[src/rtl/rpw_consts.svh]
// Register offsets, field positions, reset values and figures for the window/alarm block.
// Assumes inclusion by bare name from the package and the top module.
`ifndef RPW_CONSTS_SVH
`define RPW_CONSTS_SVH

// Byte offsets on the APB (one 32-bit word each)
`define RPW_OFF_PWT 8'h00
`define RPW_OFF_CTRL 8'h04
`define RPW_OFF_CAL 8'h08
`define RPW_OFF_ALCFG 8'h0c
`define RPW_OFF_PWC 8'h10
`define RPW_OFF_STAT 8'h14

// Control register fields
`define RPW_CTRL_UNIT_EN 0
`define RPW_CTRL_WREN 1
`define RPW_CTRL_SYNC 2

// Alarm configuration fields
`define RPW_AL_EN 15
`define RPW_AL_CHIME 14
`define RPW_AL_MASK_HI 13
`define RPW_AL_MASK_LO 10
`define RPW_AL_RPT_HI 7

// Power control register fields
`define RPW_PWC_EN 15
`define RPW_PWC_POL 14

// Window timer fields
`define RPW_PWT_STAB_HI 15
`define RPW_PWT_STAB_LO 8
`define RPW_PWT_SAMP_HI 7

// Reset values and special codes
`define RPW_PWT_RST 16'h0000
`define RPW_CNT_ZERO 8'h00
`define RPW_CNT_FULL 8'hff
`define RPW_CNT_ONE 8'h01
`define RPW_MASK_HALF 4'h0
`define RPW_MASK_YEAR 4'h9

`endif

[src/rtl/rpw_pkg.sv]
// Types shared by the window/alarm block.
// Assumes rpw_consts.svh sits beside it.
package rpw_pkg;
    `include "rpw_consts.svh"

    // Power-control sequence phase
    typedef enum logic [1:0] {
        RPW_IDLE,
        RPW_STAB,
        RPW_SAMP
    } rpw_pwc_state_t;

    // Digit-equal flags from the time counters
    typedef struct packed {
        logic month;
        logic day;
        logic wday;
        logic hour;
        logic min_ten;
        logic min_one;
        logic sec_ten;
        logic sec_one;
    } rpw_match_t;

    // Alarm configuration word
    typedef struct packed {
        logic en;
        logic chime;
        logic [3:0] mask;
        logic [1:0] unused;
        logic [7:0] rpt;
    } rpw_alcfg_t;
endpackage

[src/rtl/rpw_top.sv]
// Power window timers, minute calibration strobe and alarm sequencer behind an APB slave.
// Assumes time counters outside supply the tick strobes and digit-equal flags in pclk domain.
//
// Summary of operation
// - Stability phase lasts stability_period_count power clock periods, up to 255.
// - Sampling follows stability; zero stability starts sampling at the alarm itself.
// - Sampling lasts sample_period_count periods; all-ones keeps sampling on always.
// - Writes to power_window_timer are dropped unless clock_write_enable is set.
// - Once a minute the signed calibration value times four is applied.
// - The final alarm of a sequence clears the alarm enable bit.
// - The four-bit digit mask picks which time digits must match.
// - Mask codes 0 to 9 select half second up to yearly intervals.
// - Zero repeat count without chime gives a single alarm.
// - Each alarm decrements the count; without chime the alarm at zero disables and stops.
// - Loading FFh gives up to 255 extra alarms.
// - With chime set the count wraps from zero to FFh indefinitely.
// - Every alarm event raises an interrupt request.
// - The alarm pulse output toggles on each alarm, synchronous to pclk.
// - The power control output polarity follows the polarity bit.
//
// Register access over APB and the register offsets are this design's own decisions.
`timescale 1ns/1ps
`include "rpw_consts.svh"

module rpw_top
    import rpw_pkg::*;
#(
    parameter int CNT_W = 8 // Window counter width
) (
    input wire logic pclk, // APB clock, 50 MHz
    input wire logic presetn, // Asynchronous reset, active low
    input wire logic ce, // Clock enable, freezes all state when low
    input wire logic psel, // APB select
    input wire logic penable, // APB access phase
    input wire logic pwrite, // APB direction
    input wire logic [7:0] paddr, // APB byte address
    input wire logic [31:0] pwdata, // APB write data
    output logic [31:0] prdata, // APB read data
    output logic pready, // APB ready
    output logic pslverr, // APB error, unmapped address
    input wire logic half_sec_tick, // Pulse at each half second
    input wire logic sec_tick, // Pulse at each whole second
    input wire logic minute_tick, // Pulse once per minute
    input wire logic pwc_tick, // Pulse per power-control clock period
    input wire rpw_match_t digit_match, // Digit-equal flags
    output logic alarm_irq, // Alarm interrupt request pulse
    output logic alarm_pulse, // Toggles on each alarm
    output logic power_ctl_out, // External power switch drive
    output logic sample_window, // Wake-up sampling open
    output logic cal_strobe, // One-cycle adjust request
    output logic signed [9:0] cal_amount // Signed pulse count to apply
);
    logic [15:0] power_window_timer;
    logic unit_en;
    logic wren;
    logic signed [7:0] cal_value;
    rpw_alcfg_t alcfg;
    logic pwc_en;
    logic pwc_pol;
    rpw_pwc_state_t pwc_state;
    logic [CNT_W-1:0] win_cnt;
    logic sync_flag;

    logic wr_acc;
    logic rd_setup;
    logic addr_ok;
    logic [7:0] need;
    logic fire;
    logic alarm_evt;
    logic [CNT_W-1:0] stab_val;
    logic [CNT_W-1:0] samp_val;
    logic pwc_active;
    logic [31:0] next_rdata;

    assign stab_val = power_window_timer[`RPW_PWT_STAB_HI:`RPW_PWT_STAB_LO];
    assign samp_val = power_window_timer[`RPW_PWT_SAMP_HI:0];
    assign wr_acc = ce && psel && penable && pwrite && pready;
    assign rd_setup = psel && !penable;

    // Address decode; anything outside the map answers with an error
    always_comb begin
        unique case (paddr)
            `RPW_OFF_PWT, `RPW_OFF_CTRL, `RPW_OFF_CAL,
            `RPW_OFF_ALCFG, `RPW_OFF_PWC, `RPW_OFF_STAT: addr_ok = 1'b1;
            default: addr_ok = 1'b0;
        endcase
    end

    // Read mux; reserved bits read as zero
    always_comb begin
        next_rdata = 32'h0000_0000;
        unique case (paddr)
            `RPW_OFF_PWT: next_rdata[15:0] = power_window_timer;
            `RPW_OFF_CTRL: next_rdata[2:0] = {sync_flag, wren, unit_en};
            `RPW_OFF_CAL: next_rdata[7:0] = cal_value;
            `RPW_OFF_ALCFG: next_rdata[15:0] = alcfg;
            `RPW_OFF_PWC: next_rdata[15:14] = {pwc_en, pwc_pol};
            `RPW_OFF_STAT: next_rdata[11:0] = {alarm_pulse, sample_window, pwc_state,
                                                win_cnt};
            default: next_rdata = 32'h0000_0000;
        endcase
    end

    // APB handshake: one wait-free access phase, answer registered in setup
    always_ff @(posedge pclk or negedge presetn) begin
        if (!presetn) begin
            pready <= 1'b0;
            pslverr <= 1'b0;
            prdata <= 32'h0000_0000;
        end else if (ce) begin
            pready <= rd_setup;
            pslverr <= rd_setup && !addr_ok;
            if (rd_setup && !pwrite) begin
                prdata <= next_rdata;
            end
        end
    end

    // Window timer register, guarded by the write-enable bit
    always_ff @(posedge pclk or negedge presetn) begin
        if (!presetn) begin
            power_window_timer <= `RPW_PWT_RST;
        end else if (wr_acc && paddr == `RPW_OFF_PWT && wren) begin
            power_window_timer <= pwdata[15:0];
        end
    end

    // Control, calibration and power-control registers
    always_ff @(posedge pclk or negedge presetn) begin
        if (!presetn) begin
            unit_en <= 1'b0;
            wren <= 1'b0;
            cal_value <= 8'sh00;
            pwc_en <= 1'b0;
            pwc_pol <= 1'b0;
        end else if (wr_acc) begin
            if (paddr == `RPW_OFF_CTRL) begin
                unit_en <= pwdata[`RPW_CTRL_UNIT_EN];
                wren <= pwdata[`RPW_CTRL_WREN];
            end
            if (paddr == `RPW_OFF_CAL) begin
                cal_value <= pwdata[7:0];
            end
            if (paddr == `RPW_OFF_PWC) begin
                pwc_en <= pwdata[`RPW_PWC_EN];
                pwc_pol <= pwdata[`RPW_PWC_POL];
            end
        end
    end

    // Sync flag: high the cycle after a half-second, second or minute tick, so software can avoid the edge
    always_ff @(posedge pclk or negedge presetn) begin
        if (!presetn) begin
            sync_flag <= 1'b0;
        end else if (ce) begin
            sync_flag <= half_sec_tick || sec_tick || minute_tick;
        end
    end

    // Minute calibration: signed value scaled by four, sign kept
    always_ff @(posedge pclk or negedge presetn) begin
        if (!presetn) begin
            cal_strobe <= 1'b0;
            cal_amount <= 10'sh000;
        end else if (ce) begin
            cal_strobe <= minute_tick && unit_en;
            if (minute_tick && unit_en) begin
                cal_amount <= {cal_value, 2'b00};
            end
        end
    end

    // Digits that must match for each mask code
    always_comb begin
        unique case (alcfg.mask)
            4'h0, 4'h1: need = 8'h00;
            4'h2: need = 8'h01;
            4'h3: need = 8'h03;
            4'h4: need = 8'h07;
            4'h5: need = 8'h0f;
            4'h6: need = 8'h1f;
            4'h7: need = 8'h3f;
            4'h8: need = 8'h5f;
            4'h9: need = 8'hdf;
            default: need = 8'hff;
        endcase
    end

    // Fire on the selected tick when every needed digit matches
    always_comb begin
        if (alcfg.mask == `RPW_MASK_HALF) begin
            fire = half_sec_tick;
        end else if (alcfg.mask > `RPW_MASK_YEAR) begin
            fire = 1'b0; // Unused codes never fire
        end else begin
            fire = sec_tick && ((digit_match & need) == need);
        end
    end
    assign alarm_evt = ce && unit_en && alcfg.en && fire;

    // Alarm config and repeat counter; the alarm event wins over a write
    always_ff @(posedge pclk or negedge presetn) begin
        if (!presetn) begin
            alcfg <= '0;
        end else if (alarm_evt) begin
            if (alcfg.rpt != `RPW_CNT_ZERO) begin
                alcfg.rpt <= alcfg.rpt - `RPW_CNT_ONE;
            end else if (alcfg.chime) begin
                alcfg.rpt <= `RPW_CNT_FULL;
            end else begin
                alcfg.en <= 1'b0;
            end
        end else if (wr_acc && paddr == `RPW_OFF_ALCFG) begin
            alcfg <= pwdata[15:0];
            alcfg.unused <= 2'b00;
        end
    end

    // Interrupt pulse and half-rate toggle
    always_ff @(posedge pclk or negedge presetn) begin
        if (!presetn) begin
            alarm_irq <= 1'b0;
            alarm_pulse <= 1'b0;
        end else if (ce) begin
            alarm_irq <= alarm_evt;
            if (alarm_evt) begin
                alarm_pulse <= !alarm_pulse;
            end
        end
    end

    // Power-control sequencer; counts whole power-clock periods
    always_ff @(posedge pclk or negedge presetn) begin
        if (!presetn) begin
            pwc_state <= RPW_IDLE;
            win_cnt <= '0;
        end else if (ce) begin
            unique case (pwc_state)
                RPW_IDLE: begin
                    if (alarm_evt && pwc_en) begin
                        if (stab_val != '0) begin
                            pwc_state <= RPW_STAB;
                            win_cnt <= stab_val;
                        end else begin
                            pwc_state <= RPW_SAMP;
                            win_cnt <= samp_val;
                        end
                    end
                end
                RPW_STAB: begin
                    if (pwc_tick) begin
                        if (win_cnt == CNT_W'(1)) begin
                            pwc_state <= RPW_SAMP;
                            win_cnt <= samp_val;
                        end else begin
                            win_cnt <= win_cnt - CNT_W'(1);
                        end
                    end
                end
                RPW_SAMP: begin
                    if (win_cnt == '0 || !pwc_en) begin
                        pwc_state <= RPW_IDLE;
                    end else if (pwc_tick) begin
                        win_cnt <= win_cnt - CNT_W'(1);
                    end
                end
            endcase
        end
    end
    assign pwc_active = pwc_state != RPW_IDLE;

    // Registered pins; polarity bit set means active high
    always_ff @(posedge pclk or negedge presetn) begin
        if (!presetn) begin
            power_ctl_out <= 1'b0;
            sample_window <= 1'b0;
        end else if (ce) begin
            power_ctl_out <= pwc_active ? pwc_pol : !pwc_pol;
            sample_window <= (pwc_state == RPW_SAMP && win_cnt != '0)
                             || samp_val == `RPW_CNT_FULL;
        end
    end

    // Checks
    property p_wren_guard;
        @(posedge pclk) disable iff (!presetn)
        (wr_acc && paddr == `RPW_OFF_PWT && !wren) |=> $stable(power_window_timer);
    endproperty
    a_wren_guard: assert property (p_wren_guard) else $error("window timer changed");

    property p_last_alarm;
        @(posedge pclk) disable iff (!presetn)
        (alarm_evt && alcfg.rpt == `RPW_CNT_ZERO && !alcfg.chime) |=> !alcfg.en;
    endproperty
    a_last_alarm: assert property (p_last_alarm) else $error("enable kept");

    property p_decrement;
        @(posedge pclk) disable iff (!presetn)
        (alarm_evt && alcfg.rpt != `RPW_CNT_ZERO) |=> alcfg.rpt == $past(alcfg.rpt) - 8'h01;
    endproperty
    a_decrement: assert property (p_decrement) else $error("no decrement");

    property p_chime_wrap;
        @(posedge pclk) disable iff (!presetn)
        (alarm_evt && alcfg.rpt == `RPW_CNT_ZERO && alcfg.chime)
            |=> alcfg.rpt == `RPW_CNT_FULL && alcfg.en;
    endproperty
    a_chime_wrap: assert property (p_chime_wrap) else $error("no wrap");

    property p_irq;
        @(posedge pclk) disable iff (!presetn)
        alarm_evt |=> alarm_irq && (alarm_pulse != $past(alarm_pulse));
    endproperty
    a_irq: assert property (p_irq) else $error("alarm not signalled");

    property p_toggle_only;
        @(posedge pclk) disable iff (!presetn)
        (ce && !alarm_evt) |=> $stable(alarm_pulse);
    endproperty
    a_toggle_only: assert property (p_toggle_only) else $error("stray toggle");

    property p_cal;
        @(posedge pclk) disable iff (!presetn)
        (ce && minute_tick && unit_en) |=> cal_strobe && cal_amount == $past(cal_value) * 4;
    endproperty
    a_cal: assert property (p_cal) else $error("calibration wrong");

    property p_stab_to_samp;
        @(posedge pclk) disable iff (!presetn)
        (ce && pwc_state == RPW_STAB && pwc_tick && win_cnt == 8'h01)
            |=> pwc_state == RPW_SAMP && win_cnt == $past(samp_val);
    endproperty
    a_stab_to_samp: assert property (p_stab_to_samp) else $error("no sample start");

    property p_start;
        @(posedge pclk) disable iff (!presetn)
        (pwc_state == RPW_IDLE && alarm_evt && pwc_en && stab_val != 8'h00)
            |=> pwc_state == RPW_STAB ##1 power_ctl_out == pwc_pol;
    endproperty
    a_start: assert property (p_start) else $error("sequence not started");

    property p_mask_half;
        @(posedge pclk) disable iff (!presetn)
        (ce && unit_en && alcfg.en && alcfg.mask == 4'h0 && half_sec_tick) |=> alarm_irq;
    endproperty
    a_mask_half: assert property (p_mask_half) else $error("half second missed");
endmodule

[config.mk]
export PLATFORM = sky130hd
export DESIGN_NAME = rpw_top
export DESIGN_NICKNAME = d
export VERILOG_FILES = /design/src/rtl/rpw_pkg.sv /design/src/rtl/rpw_top.sv
export VERILOG_INCLUDE_DIRS = /design/src /design/src/rtl
export SDC_FILE = /design/constraint.sdc
export NUM_CORES = 1
export LEC_CHECK = 0
export BUFFER_PORTS_ARGS = -buffer_cell sky130_fd_sc_hd__clkbuf_2
export CAP_MARGIN = 0
export CORE_MARGIN = 8
export CORE_UTILIZATION = 40
export DETAILED_ROUTE_END_ITERATION = 6
export SLEW_MARGIN = 20
export SYNTH_ARGS = -nofsm -noshare
export SYNTH_HDL_FRONTEND = slang
export SYNTH_SLANG_ARGS = --single-unit
[constraint.sdc]
create_clock -name pclk -period 6.2 [get_ports pclk]
set_input_delay 0.31 -clock pclk [delete_from_list [all_inputs] [get_ports pclk]]
set_output_delay 0.31 -clock pclk [all_outputs]
set_load 0.02 [all_outputs]
==> impl_metrics.yaml <==
power:
  vdd_drop_max_uv: 128.2
  powerDensity_nw_per_um2: 307.7
  switching_power_mw: 0.5420
  p_comb_share_pct: 24.7
  power_mw: 1.616
  pwr-share-clk_pct: 34.5
  seqPwrFrac_pct: 40.8
  switching_share_pct: 33.54
  p_int_mw: 1.074
  p_leak_nw: 2.468
sta:
  tns_ps: 0
  max_freq_mhz: 339.7
  finClkSkew_ps: 4.884
  post-route-min-period_ps: 2944
  maxSlewViolCount: 0
  max_slew.worst_pin.slew_ps: 1044
  hold_violations: 0
  slew_headroom_pct: 30.09
  min_period_over_period_pct: 47.48
  rsz0062_at_grt: "false"
  setup_viol: 0
run_status:
  status: "complete, no violations"
drt:
  drtIter0Drc: 273
  dr.pass1.iters: 5
  route.detailed.drc: 0
  wl_per_cell_um: 20.18
  num_vias: 3721
  postRouteAntennaNets: 0
  finalWirelength_mm: 13.06
  drt-vias-per-instance: 5.751
logic_synthesis:
  synth_edf_count: 0
  synth-seq-cells: 84
  synth_ff_type: "dfrtp_1"
  syn_area_um2: 4549
  async_flop_share_pct: 100.0
  yosysWarnings: 0
  synth.avg_cell_area_um2: 10.46
  synth.yosys.seq_area_share_pct: 46.20
  synth.distinct_cells: 63
  syn_inst: 435
clock_network:
  cts_made_buffers: 9
  clk_latency_ps: 350
  clock_sinks: 84
  cts_max_path_buffers: 2
  cts_repair_resize_count: 0
  cts_tree: "done"
  cts_setup_buffers: 0
  clk_pin_slew_ps: 70
  ctsHtreeMaxLevel: 3
  holdBufCountCts: 0
  cts_root_buffer: "clkbuf_16"
worst_hold_path:
  hold_path.class: "in2async"
global_routing:
  grt_pass1_vias: 3762
  grt_pass1_wl_mm: 20.95
  grt_usage_pct: 17.91
  grt_start_max_net_pins: 85
  grt.overflow.total: 0
  grt_antenna_before_repair: 0
floorplan:
  fp.dieH_um: 122.6
  num_rows: 39
  die_w_um: 122.6
  die_area_um2: 15040
  ios: 107
  core_um2: 11270
  start_util_pct: 40.36
setup_path:
  criticalPathCategory: "in2reg"
  path_max_fanout: 17
  ff2ff_path_depth: 7
  rrSetupSlack_ps: 3310
  startpoint_type: "input pin"
  end_kind: "flip-flop"
  arrival_ps: 3170
  r2r-start: "alcfg[11]"
  rr_endpoint: "alcfg[1]"
  crit_required_ps: 6430
cells_and_area:
  layout_common_cells: "dfrtp_1, clkbuf_2, mux2_2"
  final_common_cell: "dfrtp_1"
  drive_gt1_share_pct: 29.56
  syn2layout_area_growth_pct: 15.43
  diodes: 0
  nNetsFinal: 564
  finalCoreUtilization_pct: 46.59
run:
  cap_viol_max_count: 0
placed_design:
  dp_hpwl_mm: 9.484
  finalWeightedCongestion: 0.8967
  port_buffers: 72
registers in the layout (all words and copies together), names as in the netlist, 2 cells and up:
| name | cells |
|---|---|
| cal_amount | 8 |
| alcfg | 14 |
| prdata | 16 |
| win_cnt | 8 |
| cal_value | 8 |
| power_window_timer | 16 |
| pwc_state | 2 |
power groups by stage:
stage / Clock [mW] / Sequential, mW / Combinational, mW
finish: 0.558 / 0.659 / 0.399
global route: 0.591 / 0.667 / 0.441
CTS: 0.568 / 0.659 / 0.399
detailed placement: 0 / 0.669 / 0.396
global placement: 0 / 0.667 / 0.392
floorplan: 0 / 0.681 / 0.264
how the worst max path moves through the flow:
stage | start | end | slack, ps | cells after the start
4_1_cts | paddr[1] | power_window_timer[13] | 3220 | 6
5_1_grt | alcfg[11] | alcfg[1] | 3090 | 7
3_3_place_gp | paddr[1] | power_window_timer[14] | 2890 | 6
3_5_place_dp | paddr[1] | power_window_timer[15] | 2890 | 6
2_1_floorplan | paddr[1] | power_window_timer[15] | 3930 | 7
6_report | paddr[1] | power_window_timer[15] | 3260 | 6
synth_stat cells (4+ instances only):
cell      instances  area, um^2
nor3_1            7       35.03
a22oi_1           7       52.55
o31ai_1           5       37.54
mux2i_1           8       80.08
o21ai_0          19       95.09
mux2_2           45       506.7
a31oi_1          10       62.56
buf_4            20       150.1
a221oi_1          8       70.07
clkbuf_1         11       41.29
nand4_1           4       25.02
nor2_1           36       135.1
dfrtp_1          84        2102
a21oi_1          24       120.1
nand2_1          30       112.6
a211oi_1          4       30.03
or4_1             7       52.55
nand3_1          11       55.05
ha_1              7       87.58
a222oi_1          6       60.06
nand3b_1          4       30.03
buf_2             4       20.02
inv_1            18       67.56
per-stage QoR:
stage | area, um^2 | std cells | hold slack, ps | setup WS (ps)
detailed placement | 4949 | 631 | 492.2 | 2893
global route | 5251 | 647 | 74.61 | 3088
floorplan | 4613 | 452 | 14.41 | 3929
finish | 5251 | 647 | 12.68 | 3256
global placement | 4949 | 631 | 476.9 | 2891
CTS | 5248 | 647 | 191.2 | 3223
cell families (layout without fill, tap and decap cells):
kind of cell | after synthesis | count (layout) | share of synthesized area, %
other | 1 | 18 | 0.08243
xor gates and xnor gates | 5 | 5 | 0.9628
DFF | 84 | 84 | 46.20
buffers and inverters | 55 | 107 | 6.628
muxes | 53 | 53 | 12.90
adders and majority gates | 7 | 7 | 1.925
AOI/OAI and AO/OA | 113 | 113 | 18.26
and+or+nand+nor | 117 | 117 | 13.04
area by class of cell:
class	instances	area (um^2)
repair buffers	73	374.1
clock inverters	6	70.07
flip-flops and latches	84	2102
fillers	1100	6021
multi-input cells	313	2230
clock buffers	10	229.0
inverters	18	67.56
well taps	143	178.9
worst max-delay path, stage by stage:
cell and delay, ps:
clkbuf_2 70, or4_1 580, nor3_2 230, nor3b_4 750, and3_1 820, mux2_2 410
routing by layer:
metal | up-vias | GRT usage (%) | part of all wire (%)
li1 | 1725 | - | -
met1 | 1877 | 24.21 | 47
met2 | 108 | 28.46 | 47
met3 | 11 | 3.588 | 5.6
met4 | 0 | 5.331 | 0.96
met5 | - | 0 | 0
Power figures use the tool's default switching activity.
